`src/hdl/fws_pkg.sv`:
```
// Package: constants for the flash write-status polling controller
package fws_pkg;
   // ----------------------------------------------------------------
   // Register map (APB byte addresses)
   // ----------------------------------------------------------------
   localparam logic [7:0] REG_CTRL   = 8'h00;
   localparam logic [7:0] REG_ADDR   = 8'h04;
   localparam logic [7:0] REG_DATA   = 8'h08;
   localparam logic [7:0] REG_STATUS = 8'h0C;
   localparam logic [7:0] REG_LAST   = 8'h10;
   // ----------------------------------------------------------------
   // Field positions
   // ----------------------------------------------------------------
   localparam int CTRL_START   = 0;
   localparam int CTRL_MODE    = 1;
   localparam int ST_BUSY      = 0;
   localparam int ST_DONE      = 1;
   localparam int ST_FAIL      = 2;
   localparam int ST_RB        = 3;
   localparam int BIT_POL      = 7;
   localparam int BIT_TOG      = 6;
   localparam int BIT_TMO      = 5;
   localparam int BIT_SECT     = 2;
   // ----------------------------------------------------------------
   // Flash read cycle timing
   // ----------------------------------------------------------------
   localparam int CLK_MHZ      = 40;
   localparam int T_ACC_NS     = 70;
   localparam int ACC_CYC      = (T_ACC_NS * CLK_MHZ + 999) / 1000;
   localparam int GAP_CYC      = 1;
   localparam logic [31:0] RESET_VALUE = 32'h0000_0000;
   localparam logic [7:0]  RESET_CMD   = 8'hF0;
   typedef enum logic [2:0] {
      FWS_IDLE  = 3'b000,
      FWS_READ  = 3'b001,
      FWS_EVAL  = 3'b010,
      FWS_RST   = 3'b011,
      FWS_GAP   = 3'b100
   } fws_state_t;
endpackage : fws_pkg

```
`src/hdl/fws_apb_regs.sv`:
```
// Module: APB slave register file of the polling controller
module fws_apb_regs (
   input  wire logic        clock_i,
   input  wire logic        srst_i,
   input  wire logic        psel_i,
   input  wire logic        penable_i,
   input  wire logic        pwrite_i,
   input  wire logic [7:0]  paddr_i,
   input  wire logic [31:0] pwdata_i,
   output logic      [31:0] prdata_o,
   output logic             pready_o,
   output logic             pslverr_o,
   output logic             start_o,
   output logic             mode_erase_o,
   output logic      [21:0] addr_o,
   output logic      [7:0]  data_o,
   input  wire logic [3:0]  status_i,
   input  wire logic [7:0]  last_i
);
   // ----------------------------------------------------------------
   // Decode
   // ----------------------------------------------------------------
   logic        mode_r;
   logic [21:0] addr_r;
   logic [7:0]  data_r;
   wire         acc      = psel_i & penable_i;
   wire         hit_ctrl = paddr_i == fws_pkg::REG_CTRL;
   wire         hit_addr = paddr_i == fws_pkg::REG_ADDR;
   wire         hit_data = paddr_i == fws_pkg::REG_DATA;
   wire         hit_st   = paddr_i == fws_pkg::REG_STATUS;
   wire         hit_last = paddr_i == fws_pkg::REG_LAST;
   wire         mapped   = hit_ctrl | hit_addr | hit_data | hit_st | hit_last;
   assign pready_o     = 1'b1;
   assign pslverr_o    = acc & ~mapped;
   assign start_o      = acc & pwrite_i & hit_ctrl & pwdata_i[fws_pkg::CTRL_START];
   assign mode_erase_o = mode_r;
   assign addr_o       = addr_r;
   assign data_o       = data_r;
   assign prdata_o     = hit_ctrl ? {30'h0, mode_r, 1'b0} :
                         hit_addr ? {10'h0, addr_r} :
                         hit_data ? {24'h0, data_r} :
                         hit_st   ? {28'h0, status_i} :
                         hit_last ? {24'h0, last_i} : 32'h0000_0000;
   // ----------------------------------------------------------------
   // Storage
   // ----------------------------------------------------------------
   always_ff @(posedge clock_i) begin
      if (srst_i) begin
         mode_r <= 1'b0;
         addr_r <= 22'h0;
         data_r <= 8'h00;
      end else if (acc && pwrite_i) begin
         if (hit_ctrl) mode_r <= pwdata_i[fws_pkg::CTRL_MODE];
         if (hit_addr) addr_r <= pwdata_i[21:0];
         if (hit_data) data_r <= pwdata_i[7:0];
      end
   end
endmodule : fws_apb_regs

```
`src/hdl/fws_poller.sv`:
```
// Module: host-side flash write-status polling controller
// How it works
// - Host polls a program at the very address being programmed.
// - Host polls an erase inside a selected, unprotected sector.
// - Polarity may settle before low bits; host rereads before trusting data.
// - Host compares the toggle bit of two consecutive reads; no change with polarity matching means done.
// - Toggling with timeout flag high: recheck, then fail and send reset.
// - After interruption, host restarts detection from its first paired read.
module fws_poller #(
   parameter int ACC = fws_pkg::ACC_CYC
) (
   input  wire logic        clock_i,
   input  wire logic        srst_i,
   input  wire logic        psel_i,
   input  wire logic        penable_i,
   input  wire logic        pwrite_i,
   input  wire logic [7:0]  paddr_i,
   input  wire logic [31:0] pwdata_i,
   output logic      [31:0] prdata_o,
   output logic             pready_o,
   output logic             pslverr_o,
   output logic      [21:0] fl_addr_o,
   output logic      [7:0]  fl_dq_o,
   output logic             fl_dq_oe_o,
   input  wire logic [7:0]  fl_dq_i,
   output logic             fl_ce_n_o,
   output logic             fl_oe_n_o,
   output logic             fl_we_n_o,
   input  wire logic        ready_busy_pin_i
);
   // ----------------------------------------------------------------
   // Registers and wires
   // ----------------------------------------------------------------
   fws_pkg::fws_state_t state_r, state_nxt;
   logic        start;
   logic        mode_erase;
   logic [21:0] addr;
   logic [7:0]  data;
   logic [7:0]  cnt_r;
   logic [7:0]  prev_r;
   logic [7:0]  last_r;
   logic        have_prev_r;
   logic        tmo_seen_r;
   logic        busy_r;
   logic        done_r;
   logic        fail_r;
   logic        rb_r;
   logic        fl_oe_n_r;
   logic        fl_we_n_r;
   logic        fl_dq_oe_r;
   wire         cnt_end  = cnt_r == 8'(ACC - 1);
   wire         toggling = (prev_r[fws_pkg::BIT_TOG] != last_r[fws_pkg::BIT_TOG]);
   wire         timeout  = last_r[fws_pkg::BIT_TMO];
   // Program polling: polarity must match datum; erase: polarity reads one
   wire         pol_ok   = mode_erase ? last_r[fws_pkg::BIT_POL]
                                      : (last_r[fws_pkg::BIT_POL] == data[fws_pkg::BIT_POL]);
   wire [3:0]   status   = {rb_r, fail_r, done_r, busy_r};
   fws_apb_regs u_regs (
      .clock_i      (clock_i),
      .srst_i       (srst_i),
      .psel_i       (psel_i),
      .penable_i    (penable_i),
      .pwrite_i     (pwrite_i),
      .paddr_i      (paddr_i),
      .pwdata_i     (pwdata_i),
      .prdata_o     (prdata_o),
      .pready_o     (pready_o),
      .pslverr_o    (pslverr_o),
      .start_o      (start),
      .mode_erase_o (mode_erase),
      .addr_o       (addr),
      .data_o       (data),
      .status_i     (status),
      .last_i       (last_r)
   );
   assign fl_addr_o  = addr;
   assign fl_ce_n_o  = ~(fl_oe_n_r == 1'b0 || fl_we_n_r == 1'b0);
   assign fl_oe_n_o  = fl_oe_n_r;
   assign fl_we_n_o  = fl_we_n_r;
   assign fl_dq_oe_o = fl_dq_oe_r;
   assign fl_dq_o    = fws_pkg::RESET_CMD;
   // ----------------------------------------------------------------
   // Sequencer
   // ----------------------------------------------------------------
   always_comb begin
      state_nxt = state_r;
      unique case (state_r)
         fws_pkg::FWS_IDLE: if (start) state_nxt = fws_pkg::FWS_READ;
         fws_pkg::FWS_READ: if (cnt_end) state_nxt = fws_pkg::FWS_EVAL;
         fws_pkg::FWS_EVAL: begin
            if (!have_prev_r) state_nxt = fws_pkg::FWS_GAP;
            else if (!toggling && pol_ok) state_nxt = fws_pkg::FWS_IDLE;
            else if (toggling && tmo_seen_r) state_nxt = fws_pkg::FWS_RST;
            else state_nxt = fws_pkg::FWS_GAP;
         end
         fws_pkg::FWS_RST:  if (cnt_end) state_nxt = fws_pkg::FWS_IDLE;
         fws_pkg::FWS_GAP:  state_nxt = fws_pkg::FWS_READ;
      endcase
   end
   always_ff @(posedge clock_i) begin
      if (srst_i) state_r <= fws_pkg::FWS_IDLE;
      else state_r <= state_nxt;
   end
   always_ff @(posedge clock_i) begin
      if (srst_i || state_r != state_nxt) cnt_r <= 8'h00;
      else cnt_r <= cnt_r + 8'h01;
   end
   always_ff @(posedge clock_i) begin
      if (srst_i) begin
         fl_oe_n_r  <= 1'b1;
         fl_we_n_r  <= 1'b1;
         fl_dq_oe_r <= 1'b0;
      end else begin
         fl_oe_n_r  <= ~(state_nxt == fws_pkg::FWS_READ);
         fl_we_n_r  <= ~(state_nxt == fws_pkg::FWS_RST);
         // Data held one cycle past the strobe's rise, where the flash latches it
         fl_dq_oe_r <= (state_nxt == fws_pkg::FWS_RST) || (state_r == fws_pkg::FWS_RST);
      end
   end
   // Sample at the end of each read; previous value kept for pairing
   always_ff @(posedge clock_i) begin
      if (srst_i) begin
         prev_r      <= 8'h00;
         last_r      <= 8'h00;
         have_prev_r <= 1'b0;
         tmo_seen_r  <= 1'b0;
      end else if (start && state_r == fws_pkg::FWS_IDLE) begin
         have_prev_r <= 1'b0;
         tmo_seen_r  <= 1'b0;
      end else if (state_r == fws_pkg::FWS_READ && cnt_end) begin
         prev_r <= last_r;
         last_r <= fl_dq_i;
      end else if (state_r == fws_pkg::FWS_EVAL) begin
         have_prev_r <= 1'b1;
         // Recheck once after the flag rises, since toggling may stop with it
         if (have_prev_r && toggling && timeout) tmo_seen_r <= 1'b1;
      end
   end
   always_ff @(posedge clock_i) begin
      if (srst_i) begin
         busy_r <= 1'b0;
         done_r <= 1'b0;
         fail_r <= 1'b0;
         rb_r   <= 1'b0;
      end else begin
         rb_r <= ready_busy_pin_i;
         if (start && state_r == fws_pkg::FWS_IDLE) begin
            busy_r <= 1'b1;
            done_r <= 1'b0;
            fail_r <= 1'b0;
         end else if (state_r == fws_pkg::FWS_EVAL && state_nxt == fws_pkg::FWS_IDLE) begin
            busy_r <= 1'b0;
            done_r <= 1'b1;
         end else if (state_r == fws_pkg::FWS_RST && cnt_end) begin
            busy_r <= 1'b0;
            fail_r <= 1'b1;
         end
      end
   end
   // ----------------------------------------------------------------
   // Assertions
   // ----------------------------------------------------------------
   AST_SINGLE_DONE: assert property (@(posedge clock_i) disable iff (srst_i)
      (state_r == fws_pkg::FWS_EVAL && !have_prev_r) |=> state_r == fws_pkg::FWS_GAP)
      else $error("done decided on a single read");
   AST_DONE_NOTOG: assert property (@(posedge clock_i) disable iff (srst_i)
      $rose(done_r) |-> $past(!toggling))
      else $error("done while toggle bit differs");
   AST_FAIL_RESET: assert property (@(posedge clock_i) disable iff (srst_i)
      $rose(fail_r) |-> $past(!fl_we_n_r))
      else $error("fail without reset command");
   AST_RST_AFTER_TMO: assert property (@(posedge clock_i) disable iff (srst_i)
      (state_r == fws_pkg::FWS_EVAL && state_nxt == fws_pkg::FWS_RST) |-> tmo_seen_r)
      else $error("reset sent without timeout recheck");
   AST_RESTART: assert property (@(posedge clock_i) disable iff (srst_i)
      (start && state_r == fws_pkg::FWS_IDLE) |=> !have_prev_r)
      else $error("pairing not restarted");
   AST_READ_LEN: assert property (@(posedge clock_i) disable iff (srst_i)
      $fell(fl_oe_n_r) |-> !fl_oe_n_r [*3])
      else $error("read strobe too short");
   AST_READ_GAP: assert property (@(posedge clock_i) disable iff (srst_i)
      $rose(fl_oe_n_r) && busy_r |-> ##[1:2] (!fl_oe_n_r || !fl_we_n_r || !busy_r))
      else $error("read spacing wrong");
   AST_POL_DONE: assert property (@(posedge clock_i) disable iff (srst_i)
      $rose(done_r) |-> $past(pol_ok))
      else $error("done with polarity not settled");
   AST_NO_DRIVE_READ: assert property (@(posedge clock_i) disable iff (srst_i)
      !fl_oe_n_r |-> !fl_dq_oe_r)
      else $error("bus contention on read");
   AST_RECHECK: assert property (@(posedge clock_i) disable iff (srst_i)
      (state_r == fws_pkg::FWS_EVAL && have_prev_r && toggling && timeout && !tmo_seen_r)
      |=> state_r == fws_pkg::FWS_GAP)
      else $error("reset sent before the timeout recheck");
   AST_RST_DRIVE: assert property (@(posedge clock_i) disable iff (srst_i)
      !fl_we_n_r |-> fl_dq_oe_r && fl_oe_n_r)
      else $error("reset command strobe without data driven");
   AST_DQ_HOLD: assert property (@(posedge clock_i) disable iff (srst_i)
      $rose(fl_we_n_r) |-> fl_dq_oe_r)
      else $error("command data released with the strobe");
   AST_IDLE_QUIET: assert property (@(posedge clock_i) disable iff (srst_i)
      state_r == fws_pkg::FWS_IDLE |-> fl_oe_n_r && fl_we_n_r)
      else $error("flash strobed while idle");
   COV_DONE: cover property (@(posedge clock_i) $rose(done_r));
   COV_FAIL: cover property (@(posedge clock_i) $rose(fail_r));
   COV_ERASE: cover property (@(posedge clock_i) mode_erase && $rose(done_r));
   COV_PROG: cover property (@(posedge clock_i) !mode_erase && $rose(done_r));
   COV_RECHECK: cover property (@(posedge clock_i) state_r == fws_pkg::FWS_EVAL && tmo_seen_r);
endmodule : fws_poller

```
`config.mk`:
```
export PLATFORM = sky130hd
export DESIGN_NAME = fws_poller
export DESIGN_NICKNAME = d
export VERILOG_FILES = /design/src/hdl/fws_pkg.sv /design/src/hdl/fws_apb_regs.sv /design/src/hdl/fws_poller.sv
export SDC_FILE = /design/constraint.sdc
export NUM_CORES = 1
export LEC_CHECK = 0
export BUFFER_PORTS_ARGS = -buffer_cell sky130_fd_sc_hd__buf_2
export CORE_MARGIN = 2
export CORE_UTILIZATION = 39
export CTS_BUF_LIST = sky130_fd_sc_hd__clkbuf_8 sky130_fd_sc_hd__clkbuf_16
export DETAILED_ROUTE_END_ITERATION = 7
export GPL_ROUTABILITY_DRIVEN = 0
export PLACE_DENSITY = 0.76
export RECOVER_POWER = 50
export SETUP_SLACK_MARGIN = 0.5
export SLEW_MARGIN = 0
export SYNTH_ARGS = -nofsm -noshare
export SYNTH_HDL_FRONTEND = slang
export SYNTH_HIERARCHICAL = 1
export SYNTH_SLANG_ARGS = --single-unit
```
`constraint.sdc`:
```
create_clock -name clock_i -period 2.9 [get_ports clock_i]
set_input_delay 0 -clock clock_i [delete_from_list [all_inputs] [get_ports clock_i]]
set_output_delay 0 -clock clock_i [all_outputs]
set_load 0.01 [all_outputs]
```
# --- After elaboration in Yosys (flattened, before gate mapping) ---
# Cells that the tools add are included.
classes:
  n_eq_ne: 14
  n_bitwise: 18
  div: 0
  n_reduce_logical: 25
  n_addsub: 1
  n_mul: 0
  n_shift: 0
  muxes: 16
  n_lt_le_gt_ge: 0
op_table:
  columns: ["op", "n"]
  rows:
  - ["two-way mux 32 bit", 4]
  - ["two-way mux 3 bit", 6]
  - ["== test 8 x 4 -> 1 bit (second input constant)", 2]
  - ["one-hot mux 3 bit (5 select lines)", 1]
  - ["AND reduction 2 bit", 6]
  - ["== test 3 x 2 -> 1 bit (second input constant)", 3]
  - ["logical AND 1 bit", 9]
  - ["NOT 1 bit", 9]
  - ["adder 8 x 1 -> 8 bit (second input constant)", 1]
  - ["== test 8 x 2 -> 1 bit (second input constant)", 1]
  - ["== test 8 x 3 -> 1 bit (second input constant)", 1]
  - ["== test 8 x 5 -> 1 bit (second input constant)", 1]
  - ["zero test 8 bit", 1]
  - ["two-way mux 8 bit", 1]
  - ["== test 3 x 1 -> 1 bit (second input constant)", 2]
  - ["zero test 3 bit", 2]
  - ["bitwise AND 1 bit", 5]
  - ["two-way mux 1 bit", 4]
  - ["bitwise OR 1 bit", 4]
  - ["== test 3 bit (second input constant)", 1]
  - ["logical OR 1 bit", 3]
  - ["inequality test 3 bit", 1]
  - ["AND reduction 3 bit", 1]
  - ["nonzero test 3 bit", 1]
  - ["other kinds (4)", 4]
word_totals:
  in_bits: 54
  wordCells: 90
  latch_bits: 0
  memories: 0
  regBits: 66
  output_inout_bits: 68
  mem_bits_rw: 0
  mem_bits_ro: 0

# --- Logic depth before layout (Yosys ltp) ---
# Gate-level depths: netlist of run 1.
logic_depth:
  word_depth: 10
  depth_mapped: 8
  ltp_nobuf: 8

# --- By module ---
# The synthesis of run 1 kept the hierarchy.
by_module_without_submodules:
  columns: ["mod", "seq_area_each_um2", "area_each_um2", "n_inst", "cells_per_inst"]
  rows:
  - ["fws_apb_regs", 620.6, 1665.3, 1, 212]
  - ["fws_poller", 580.6, 1317.5, 1, 143]

# --- Least setup slack after synthesis of run 1 ---
# No wires, ideal clock.
synth_timing:
  kind: "input to register"
  startpoint: "in paddr_i[5]"
  endpoint: "reg cnt_r[2]"
  setup_time_ns: 0.121
  cell_stages: 8
  slack_ns: 1.283
  required_ns: 2.779
  t_arrival_ns: 1.497
  n_path_buf: 0
  cell_sequence: "nor4_4 -> nand4_1 -> nor2_1 -> or3_1 -> a21oi_1 -> a211oi_1 -> a211o_1 -> nor2_1"
synth_via:
  elab_chain_len: 7
synth_lines:
  columns: ["item", "line", "text"]
  rows:
  - ["start: declaration", "fws_poller.sv:17", "input wire logic [7:0] paddr_i,"]
  - ["zero test 8 bit", "fws_apb_regs.sv:27", "wire hit_ctrl = paddr_i == fws_pkg::REG_CTRL;"]
  - ["bitwise AND 1 bit (2 in a row)", "fws_apb_regs.sv:35", "assign start_o = acc & pwrite_i & hit_ctrl & pwdata_i[fws_pkg::CTRL_START];"]
  - ["named net start", "fws_poller.sv:35", "logic start;"]
  - ["two-way mux 3 bit", "fws_poller.sv:88", "fws_pkg::FWS_IDLE: if (start) state_nxt = fws_pkg::FWS_READ;"]
  - ["one-hot mux 3 bit (5 select lines)", "fws_poller.sv:87", "unique case (state_r)"]
  - ["inequality test 3 bit", "fws_poller.sv:105", "if (srst_i || state_r != state_nxt) cnt_r <= 8'h00;"]
  - ["logical OR 1 bit", "fws_poller.sv:105", null]
  - ["end signal: assignment", "fws_poller.sv:106", "else cnt_r <= cnt_r + 8'h01;"]
  - ["end: declaration", "fws_poller.sv:39", "logic [7:0] cnt_r;"]
# The timed path passes the listed nets, and every way through them passes these cells.
# A chain may end at the register's enable or synchronous reset.

# --- Final worst setup path of run 1 ---
layout_timing:
  startpoint: "reg cnt_r[5]"
  endpoint: "reg last_r[4]"
layout_via:
  elab_chain_len: 3
layout_lines:
  columns: ["item", "line", "text"]
  rows:
  - ["== test 8 x 2 -> 1 bit", "fws_poller.sv:51", "wire cnt_end = cnt_r == 8'(ACC - 1);"]
  - ["logical AND 1 bit", "fws_poller.sv:130", "end else if (state_r == fws_pkg::FWS_READ && cnt_end) begin"]
  - ["AND reduction 2 bit (no line)", null, null]
  - ["end signal: assignment", "fws_poller.sv:132", "last_r <= fl_dq_i;"]
  - ["end: declaration", "fws_poller.sv:41", "logic [7:0] last_r;"]
# No other way between the ends.

==> summary.txt, run 1 <==
Multiplexer share of the synthesized area - 6.04%
Count of instances resized after the clock tree is built - 0
Shortest clock period the worst path allows after layout - 1940 ps
Clock latency of the later-clocked register in the worst-skew pair - 330 ps
Crit-path cells - nor4_4 -> nand3_1 -> or3_1 -> mux2i_1 -> nor2_1
CTS tree - yes
Wire length of the first global-routing pass - 11,700 um
Die outline width - 91.5 um
Wire length on met3 - 424 um
Kind of critical path - reg2reg
Leakage power figure - 1.71 nW
Number of port buffers - 92
Critical path's largest stage delay - 630 ps
Cell area reported after detailed placement - 0.00338 mm^2
Gate count after technology mapping - 355
Fraction of final layout cells with drive strength greater than 1 - 19.2%
Simple-gate portion of the synthesized area - 26.7%
Antenna cells - 0
Number of nets in the finished design - 525
Hold Path Class - in2reg
HPWL after detailed placement - 5020 um
Unrepaired setup endpoints after global routing - no
Num CTS Buffers - 9
Worst clock skew on the final layout - 8.72 ps
Maximum fanout count along the critical path - 11
Compound-Gate Fraction of Synth Area - 14.5%
Post-Synth Adder-Cell Area - 0.839%
Synthesis warning total - 6
Total instance count after detailed placement - 526
Initial antenna violation count - 0
Flops & latches, synth - 60
Number of hold violations in the final report - 0
Metal-1 WL - 3380 um
Clock buffer depth - 2
Via count of the first global-routing pass - 2,408
Highest clock frequency the design can meet - 515 MHz
Die height - 91.5 um
Status - completed
Post-synth top area share - 40.3%
Final setup violation count - 0
Routed wl met2 - 3450 um
Post-synthesis share of cell area spent on xor and xnor gates - 2.06%
Count of placed standard cells in the final layout, fillers left out - 573
Netlist area before placement - 0.00298 mm^2
Post-layout total power - 1.84 mW
Highest Signal Layer - met4
Core area - 0.00733 mm^2
First DRT Iteration DRCs - 104
Number of synthesized flops with an enable pin - 0
Async set-reset flop share out of synthesis - 0%
Final Util - 52.9%
Overall routed net length - 7360 um
Kind of capture point of the worst setup path - register
Max Transition Viols Final - 0
Remaining Overflow, GRT - 0
Number of search-and-repair iterations in the first detailed-routing pass - 4
All-layer global routing usage - 17.3%
Number of unique standard cell types used by synthesis - 52
Maximum number of pins on one net before global-route repair - 35
Final cell area excluding filler cells - 0.00388 mm^2
Power per cell area - 474 mW/mm^2
Synth area leader - sky130_fd_sc_hd__dfxtp_1
Setup TNS - 0 ps
Wire per inst - 12.8 um
Period Utilization, post-route - 66.9%
Antenna viol nets, final - 0
Transition time at the pin with the least slew margin - 840 ps
Cell types with the largest area share after synthesis - sky130_fd_sc_hd__dfxtp_1, sky130_fd_sc_hd__nand2_1, sky130_fd_sc_hd__mux2i_1
Number of levels the H-tree was split into - 3
Most frequent standard cell in the layout excluding fill and tap cells - sky130_fd_sc_hd__buf_2
Number of core rows - 31
Number of maximum-capacitance violations - 0
Syn_area_per_cell - 8.40 um^2
Critical path launch point type - register
Worst slew margin - 44.0%
Root Buffer - sky130_fd_sc_hd__clkbuf_8
Max VDD drop - 0.000181 V
Clock Pin Slew Worst Setup and Hold Paths - 70 ps
Die Area - 0.00836 mm^2
Initial Utilization - 40.7%
Leading cell types in the layout, fill and taps excluded - sky130_fd_sc_hd__buf_2, sky130_fd_sc_hd__dfxtp_1, sky130_fd_sc_hd__nand2_1, sky130_fd_sc_hd__nor2_1, sky130_fd_sc_hd__a21oi_1
Vias - 2,785
Number of remaining DRC errors - 0
Signal arrival time at the worst endpoint - 2130 ps
Req. time, crit path - 3090 ps
Per-cell via count in the routed design - 4.86
I/O pin count - 122
CP max stage cell - sky130_fd_sc_hd__or3_1
Dominant register cell in the synthesized netlist - sky130_fd_sc_hd__dfxtp_1
Area growth, synth to finish - 30.0%
Largest family of logic cells by synthesized area - simple AND/OR/NAND/NOR gates
Sinks on Clock Net - 60
Share of the yosys chip area belonging to registers - 40.3%
==> state kept, by name, indices dropped and copies added, names as in the netlist, 3 cells and up <==
name,cells
state_r,3
u_regs/addr_o,22
last_r,8
u_regs/data_o,8
cnt_r,8
==> cell usage after synthesis (3+ instances only) <==
master                     number
sky130_fd_sc_hd__nor2b_1        5
sky130_fd_sc_hd__nand3_1        5
sky130_fd_sc_hd__clkbuf_1       8
sky130_fd_sc_hd__inv_1          5
sky130_fd_sc_hd__a31oi_1        4
sky130_fd_sc_hd__and3_1         5
sky130_fd_sc_hd__nor2_1        40
sky130_fd_sc_hd__dfxtp_1       60
sky130_fd_sc_hd__nand3b_1       4
sky130_fd_sc_hd__a21oi_2        4
sky130_fd_sc_hd__nor3_1         5
sky130_fd_sc_hd__a22oi_1        3
sky130_fd_sc_hd__buf_4         21
sky130_fd_sc_hd__a21boi_1       3
sky130_fd_sc_hd__and2_1        15
sky130_fd_sc_hd__mux2i_1       18
sky130_fd_sc_hd__nand2_1       49
sky130_fd_sc_hd__xor2_1         5
sky130_fd_sc_hd__a21oi_1       34
sky130_fd_sc_hd__conb_1         4
sky130_fd_sc_hd__nand4_1        4
sky130_fd_sc_hd__a221o_1        3
sky130_fd_sc_hd__or3_1          3
sky130_fd_sc_hd__nand2b_1       7
sky130_fd_sc_hd__buf_2          4
==> per-stage QoR <==
step / hold slack, ps / worst slack, ps
after floorplan: 69.1 / 1280
final: 154 / 959
after CTS: 143 / 965
after global placement: 231 / 857
after detailed placement: 238 / 757
after global routing: 162 / 860
==> kinds of logic (layout without fill, tap and decap cells) <==
kind of cell	after synthesis	in the layout
XOR/XNOR	7	7
AND/OR/NAND/NOR	155	155
multiplexers	18	18
other	4	19
adder cells (fa/ha/maj)	2	2
flip-flops	60	60
buffers and inverters	42	146
AO/OA/AOI/OAI	67	67
==> worst paths after layout <==
path	cells after the start	slack, ps	end	start
setup / recovery	5	960	last_r[4]$_SDFFE_PP0P_	cnt_r[5]$_SDFF_PP0_
hold / removal	5	150	u_regs/mode_erase_o$_SDFFE_PP0P_	paddr_i[0]
setup reg to reg	5	960	last_r[4]$_SDFFE_PP0P_	cnt_r[5]$_SDFF_PP0_
hold reg to reg	2	460	done_r$_SDFFE_PP0P_	done_r$_SDFFE_PP0P_
==> layer usage <==
layer / up-vias / track usage [%]
met5: - / 0
met4: 0 / 6.69
met3: 10 / 4.40
met2: 106 / 27.4
met1: 1275 / 22.5
li1: 1394 / -
==> where the power goes <==
group | switching, mW | internal [mW] | total (mW)
sequential | 0.00498 | 0.829 | 0.834
combinational | 0.0672 | 0.0652 | 0.132
clock | 0.319 | 0.552 | 0.871
==> area by class of cell <==
class / instances / area (um^2)
Fill cell: 699 / 3450
Clock buffer: 12 / 165
Timing Repair Buffer: 125 / 752
Sequential cell: 60 / 1200
Tap cell: 99 / 124
Inverter: 5 / 18.8
Clock inverter: 4 / 71.3
Multi-Input combinational cell: 268 / 1550
==> worst max-delay path: cells and delay by family, from the launching register on <==
kind,cells,cell delay (ps)
and+or+nand+nor,4,1170
DFF,1,360
muxes,1,280
==> timing repair <==
action | CTS | global route
endpoints found under the hold margin | 40 | 0
hold buffers | 31 | 0
buffers inserted | 0 | 0
Power figures use the tool's default switching activity.
==> run 2: changes to the inputs <==
==> constraint.sdc (replaced) <==
create_clock -name clock_i -period 2 [get_ports clock_i]
set_input_delay 0 -clock clock_i [delete_from_list [all_inputs] [get_ports clock_i]]
set_output_delay 0 -clock clock_i [all_outputs]
set_load 0.01 [all_outputs]
==> run 2 against run 1 <==
Compared with the run above:
- critical path depth stayed put
- cell area is 6.7% higher
- utilization is 3.5 points higher
- register-to-register slack worse by 660 ps
- clock skew is 4.2 ps lower
- combinational power is 64% higher
- highest routed layer unchanged
==> summary.txt, run 2 (synthesis gave the netlist of run 1 again) <==
Number of nets in the finished design - 541 (+3.0%)
Via count of the first global-routing pass - 2,774 (+15%)
Worst clock skew on the final layout - 4.55 ps (-4.17 ps)
All-layer global routing usage - 19.4% (+2.1 points)
Max Transition Viols Final - 0 (unchanged)
Leakage power figure - 1.79 nW (+5.1%)
Die height - 91.5 um (unchanged)
I/O pin count - 122 (unchanged)
Routed wl met2 - 4270 um (+24%)
Min setup slack post-route - 298 ps (-661 ps)
End of the worst register-to-register path - prev_r[6]$_SDFFE_PP0P_
Signal arrival time at the worst endpoint - 1910 ps (-220 ps)
Die Area - 0.00836 mm^2 (unchanged)
Hold Path Class - in2reg
Vias - 2,914 (+4.6%)
Flop2flop setup slack - 300 ps (-660 ps)
Shortest clock period the worst path allows after layout - 1700 ps (-239 ps)
Final Util - 56.4% (+3.5 points)
Final setup violation count - 0 (unchanged)
Area growth, synth to finish - 38.7%
Fraction of final layout cells with drive strength greater than 1 - 28.4% (+9.2 points)
Kind of capture point of the worst setup path - register
Max VDD drop - 0.000327 V (+81%)
Number of hold violations in the final report - 0 (unchanged)
Num CTS Buffers - 9 (unchanged)
Wire length of the first global-routing pass - 13,000 um (+11%)
Worst slew margin - 3.55% (-40 points)
Highest clock frequency the design can meet - 587 MHz (+14%)
Transition time at the pin with the least slew margin - 1450 ps (+606 ps)
Number of maximum-capacitance violations - 0 (unchanged)
Post-place setup slack - 220 ps (-537 ps)
Kind of critical path - reg2reg
Initial antenna violation count - 0 (unchanged)
Metal-1 WL - 3460 um (+2.4%)
Antenna cells - 0 (unchanged)
Per-cell via count in the routed design - 4.95 (+1.8%)
Highest Signal Layer - met4
Wire per inst - 14.4 um (+12%)
CTS tree - yes
Maximum number of pins on one net before global-route repair - 31 (-11%)
Root Buffer - sky130_fd_sc_hd__clkbuf_8
Clock latency of the later-clocked register in the worst-skew pair - 330 ps (about the same)
Initial Utilization - 40.7% (unchanged)
Clock Pin Slew Worst Setup and Hold Paths - 70 ps (about the same)
Unrepaired setup endpoints after global routing - yes
Die outline width - 91.5 um (unchanged)
Critical path launch point type - register
Leading cell types in the layout, fill and taps excluded - sky130_fd_sc_hd__buf_2, sky130_fd_sc_hd__dfxtp_1, sky130_fd_sc_hd__nand2_1, sky130_fd_sc_hd__nor2_1
Clock buffer depth - 2 (unchanged)
Number of levels the H-tree was split into - 3 (unchanged)
Number of core rows - 31 (unchanged)
HPWL after detailed placement - 5530 um (+10%)
Sinks on Clock Net - 60 (unchanged)
R2R cell count - 5 (unchanged)
Minimum hold slack - 162 ps (+7.98 ps)
Status - completed
Power per cell area - 659 mW/mm^2 (+39%)
Max FFs per register - 22 (unchanged)
Cell depth of the worst min-delay path - 5 (unchanged)
Wire length on met3 - 569 um (+34%)
Most frequent standard cell in the layout excluding fill and tap cells - sky130_fd_sc_hd__buf_2
Number of port buffers - 92 (unchanged)
Core area - 0.00733 mm^2 (unchanged)
Count of placed standard cells in the final layout, fillers left out - 589 (+2.8%)
Destination of the worst hold path - u_regs/mode_erase_o$_SDFFE_PP0P_
Overall routed net length - 8480 um (+15%)
Launch instance of the worst min-delay path - paddr_i[4]
Remaining Overflow, GRT - 0 (unchanged)
Setup TNS - 0 ps (unchanged)
Number of remaining DRC errors - 0 (unchanged)
Worst flop-to-flop path startpoint - cnt_r[2]$_SDFF_PP0_
Period Utilization, post-route - 85.1% (+18 points)
Maximum fanout count along the critical path - 6 (-5)
First DRT Iteration DRCs - 210 (+100%)
Number of search-and-repair iterations in the first detailed-routing pass - 4 (unchanged)
Req. time, crit path - 2210 ps (-880 ps)
Total instance count after detailed placement - 531 (+0.95%)
Antenna viol nets, final - 0 (unchanged)
run 2: critical path: stages (launching register included):
cell                      delay [ps]
sky130_fd_sc_hd__dfxtp_1         350
sky130_fd_sc_hd__nor2_1          380
sky130_fd_sc_hd__nand3_2         170
sky130_fd_sc_hd__or3_4           420
sky130_fd_sc_hd__mux2i_1         190
sky130_fd_sc_hd__nor2_1           60
run 2: layer usage:
layer	track usage [%]	up-vias
met1	21.7	1353
met3	5.64	17
met5	0	-
met4	6.57	0
li1	-	1433
met2	34.7	111
run 2: power by group:
part	total, mW	switching [mW]	internal [mW]
clock	1.31	0.485	0.822
sequential	1.20	0.00637	1.20
combinational	0.216	0.112	0.104
total	2.73	0.603	2.12
run 2: per-stage QoR:
stage               power (mW)  instance area, um^2
floorplan                 1.34                 3050
global placement          1.39                 3430
detailed placement        1.39                 3430
CTS                       2.75                 4060
global route              2.82                 4140
finish                    2.73                 4140
run 2: area by class of cell:
| cell class | count | area (um^2) |
|---|---|---|
| tap | 99 | 124 |
| sequential | 60 | 1220 |
| clock inverter | 7 | 115 |
| multi-input combinational | 269 | 1670 |
| timing repair buffer | 140 | 866 |
| fill | 649 | 3190 |
| clock buffer | 9 | 124 |
| inverter | 5 | 18.8 |
run 2: timing repair:
| action | CTS | global route |
|---|---|---|
| gates cloned | 1 | 0 |
| hold buffers | 31 | 0 |
| endpoints found under the hold margin | 40 | 0 |
| buffers inserted | 5 | 5 |
| setup endpoints to repair | 22 | 43 |
| pin swaps | 8 | 4 |
| gates resized for setup | 12 | 19 |
run 2: worst max path at each step:
| stage | from | to | slack (ps) | cells after the start |
|---|---|---|---|---|
| 2_1_floorplan | paddr_i[0] | cnt_r[2]$_SDFF_PP0_ | 470 | 8 |
| 3_3_place_gp | cnt_r[6]$_SDFF_PP0_ | last_r[0]$_SDFFE_PP0P_ | 260 | 5 |
| 3_5_place_dp | paddr_i[0] | fl_dq_oe_o$_SDFF_PP0_ | 220 | 9 |
| 4_1_cts | cnt_r[6]$_SDFF_PP0_ | last_r[4]$_SDFFE_PP0P_ | 380 | 5 |
| 5_1_grt | cnt_r[2]$_SDFF_PP0_ | last_r[3]$_SDFFE_PP0P_ | 240 | 5 |
| 6_report | cnt_r[2]$_SDFF_PP0_ | prev_r[6]$_SDFFE_PP0P_ | 300 | 5 |
==> run 3: changes to the inputs <==
--- a/config.mk
+++ b/config.mk
@@ -8,11 +8,12 @@
 export BUFFER_PORTS_ARGS = -buffer_cell sky130_fd_sc_hd__buf_2
 export CORE_MARGIN = 2
 export CORE_UTILIZATION = 39
-export CTS_BUF_LIST = sky130_fd_sc_hd__clkbuf_8 sky130_fd_sc_hd__clkbuf_16
+export CTS_BUF_LIST = sky130_fd_sc_hd__clkbuf_2 sky130_fd_sc_hd__clkbuf_4 sky130_fd_sc_hd__clkbuf_8
 export DETAILED_ROUTE_END_ITERATION = 7
 export GPL_ROUTABILITY_DRIVEN = 0
 export PLACE_DENSITY = 0.76
 export RECOVER_POWER = 50
+export REMOVE_ABC_BUFFERS = 1
 export SETUP_SLACK_MARGIN = 0.5
 export SLEW_MARGIN = 0
 export SYNTH_ARGS = -nofsm -noshare
==> run 3 against run 2 <==
Compared with the run above:
- first-iteration DRC count shrank 45%
- maximum frequency shrank 0.67%
- cell area shrank 3.3%
- total power shrank 10%
==> summary.txt, run 3 (synthesis gave the netlist of run 1 again) <==
Period Utilization, post-route - 85.7% (+0.57 points)
Number of nets in the finished design - 537 (-0.74%)
Req. time, crit path - 2160 ps (-50 ps)
Wire per inst - 12.9 um (-10%)
Storage element area - 0.00121 mm^2 (-0.72%)
Max Transition Viols Final - 0 (unchanged)
CTS tree - yes
Hold Path Class - in2reg
Wire length of the first global-routing pass - 12,000 um (-7.5%)
Leading cell types in the layout, fill and taps excluded - sky130_fd_sc_hd__buf_2, sky130_fd_sc_hd__dfxtp_1, sky130_fd_sc_hd__nand2_1, sky130_fd_sc_hd__nor2_1, sky130_fd_sc_hd__a21oi_1
Root Buffer - sky130_fd_sc_hd__clkbuf_8
Area growth, synth to finish - 34.1%
Kind of capture point of the worst setup path - register
P_int - 1.89 mW (-11%)
Die Area - 0.00836 mm^2 (unchanged)
Number of search-and-repair iterations in the first detailed-routing pass - 4 (unchanged)
Worst slew margin - 3.84% (+0.29 points)
Clock Pin Slew Worst Setup and Hold Paths - 70 ps (about the same)
Max VDD drop - 0.000381 V (+17%)
Number of port buffers - 92 (unchanged)
Antenna cells - 0 (unchanged)
Remaining Overflow, GRT - 0 (unchanged)
Clock latency of the later-clocked register in the worst-skew pair - 340 ps (about the same)
I/O pin count - 122 (unchanged)
Clock network power share - 42.6% (-5.3 points)
Number of core rows - 31 (unchanged)
Initial antenna violation count - 0 (unchanged)
Power per cell area - 611 mW/mm^2 (-7.3%)
Fraction of final layout cells with drive strength greater than 1 - 25.5% (-2.9 points)
Switching share of power - 22.6% (+0.53 points)
Overall routed net length - 7570 um (-11%)
Status - completed
Per-cell via count in the routed design - 4.84 (-2.1%)
Via count of the first global-routing pass - 2,620 (-5.6%)
HPWL after detailed placement - 5250 um (-5.1%)
Shortest clock period the worst path allows after layout - 1710 ps (+11.5 ps)
Transition time at the pin with the least slew margin - 1440 ps (-4.39 ps)
Critical path launch point type - register
# fillers - 718 (+11%)
Number of maximum-capacitance violations - 0 (unchanged)
Clock buffer depth - 2 (unchanged)
Max FFs per register - 22 (unchanged)
Most frequent standard cell in the layout excluding fill and tap cells - sky130_fd_sc_hd__buf_2
Signal arrival time at the worst endpoint - 1880 ps (-30 ps)
Share of power burned in combinational logic - 8.0% (about the same)
Area of the multi-input gates - 0.00161 mm^2 (-3.6%)
Vias - 2,834 (-2.7%)
Maximum number of pins on one net before global-route repair - 32 (+3.2%)
Final setup violation count - 0 (unchanged)
Antenna viol nets, final - 0 (unchanged)
Initial Utilization - 40.7% (unchanged)
Unrepaired setup endpoints after global routing - yes
Worst clock skew on the final layout - 8.22 ps (+3.68 ps)
Die outline width - 91.5 um (unchanged)
Net Sw Power - 0.553 mW (-8.2%)
Sinks on Clock Net - 60 (unchanged)
Post-layout total power - 2.44 mW (-10%)
Number of remaining DRC errors - 0 (unchanged)
Number of hold violations in the final report - 0 (unchanged)
Sequential Power Share - 49.4% (+5.2 points)
Die height - 91.5 um (unchanged)
Leakage power figure - 1.76 nW (-1.6%)
R2R cell count - 6 (+1)
Core area - 0.00733 mm^2 (unchanged)
Maximum fanout count along the critical path - 6 (unchanged)
Num CTS Buffers - 9 (unchanged)
Highest clock frequency the design can meet - 584 MHz (-0.67%)
All-layer global routing usage - 18.0% (-1.4 points)
First DRT Iteration DRCs - 115 (-45%)
Kind of critical path - reg2reg
Number of levels the H-tree was split into - 3 (unchanged)
Cell depth of the worst min-delay path - 5 (unchanged)
Setup TNS - 0 ps (unchanged)
[run 3: cell count changes in the layout (fill, tap and decap cells not counted), moves of 3 or more]
cell and change:
sky130_fd_sc_hd__a21oi_1 +4, sky130_fd_sc_hd__a21oi_2 -4, sky130_fd_sc_hd__buf_4 -5, sky130_fd_sc_hd__bufinv_16 -3, sky130_fd_sc_hd__clkbuf_4 +3, sky130_fd_sc_hd__clkbuf_8 +3
sky130_fd_sc_hd__dfxtp_4 -3
[run 3: path summary, 6_finish.rpt]
kind | startpoint | to | slack, ps
setup / recovery | cnt_r[6]$_SDFF_PP0_ | last_r[5]$_SDFFE_PP0P_ | 290
hold / removal | paddr_i[5] | u_regs/mode_erase_o$_SDFFE_PP0P_ | 160
setup reg to reg | cnt_r[6]$_SDFF_PP0_ | last_r[5]$_SDFFE_PP0P_ | 290
hold reg to reg | cnt_r[0]$_SDFF_PP0_ | cnt_r[0]$_SDFF_PP0_ | 450
[run 3: worst max-delay path, cell delays in order (launching register included)]
cell and delay, ps:
sky130_fd_sc_hd__dfxtp_2 340, sky130_fd_sc_hd__nor4_4 340, sky130_fd_sc_hd__nand3_1 140, sky130_fd_sc_hd__or3_4 360
sky130_fd_sc_hd__buf_6 150, sky130_fd_sc_hd__mux2i_1 140, sky130_fd_sc_hd__nor2_1 50
[run 3: routing by layer]
layer,track usage (%),part of all wire (%),vias to the layer above
li1,-,-,1422
met2,31.3,49,90
met3,4.07,6.0,11
met1,20.9,43,1311
met4,8.33,1.8,0
met5,0,0,-
[run 3: per-stage QoR]
step	worst slack (ps)	cell area (um^2)	std cells	hold slack, ps	utilization [%]
2_1_floorplan	334	2790	333	62.4	-
3_3_place_gp	209	3440	534	218	47.0
3_5_place_dp	117	3440	534	220	47.0
4_1_cts	342	4010	585	131	54.7
5_1_grt	119	4000	585	183	54.6
6_report	286	4000	585	156	54.6
[run 3: power groups by stage]
stage / Combinational, mW / Clock, mW / Sequential [mW]
final: 0.195 / 1.04 / 1.21
after floorplan: 0.0605 / 0 / 1.23
after global placement: 0.148 / 0 / 1.23
after CTS: 0.197 / 1.07 / 1.21
after detailed placement: 0.149 / 0 / 1.23
after global routing: 0.215 / 1.12 / 1.21
[run 3: final cells by class]
class                   instances  area share (%)
clock inverters                 1           0.125
repair buffers                137            21.1
flip-flops and latches         60            30.3
multi-input cells             268            40.2
clock buffers                  15            4.69
well taps                      99            3.10
inverters                       5           0.469
[run 3: timing repair]
action                                  CTS  global route
endpoints found under the setup margin   24            26
resized for setup                        12            11
setup buffers                             4             0
pin swaps                                18             4
endpoints found under the hold margin    40             0
hold buffers                             31             0
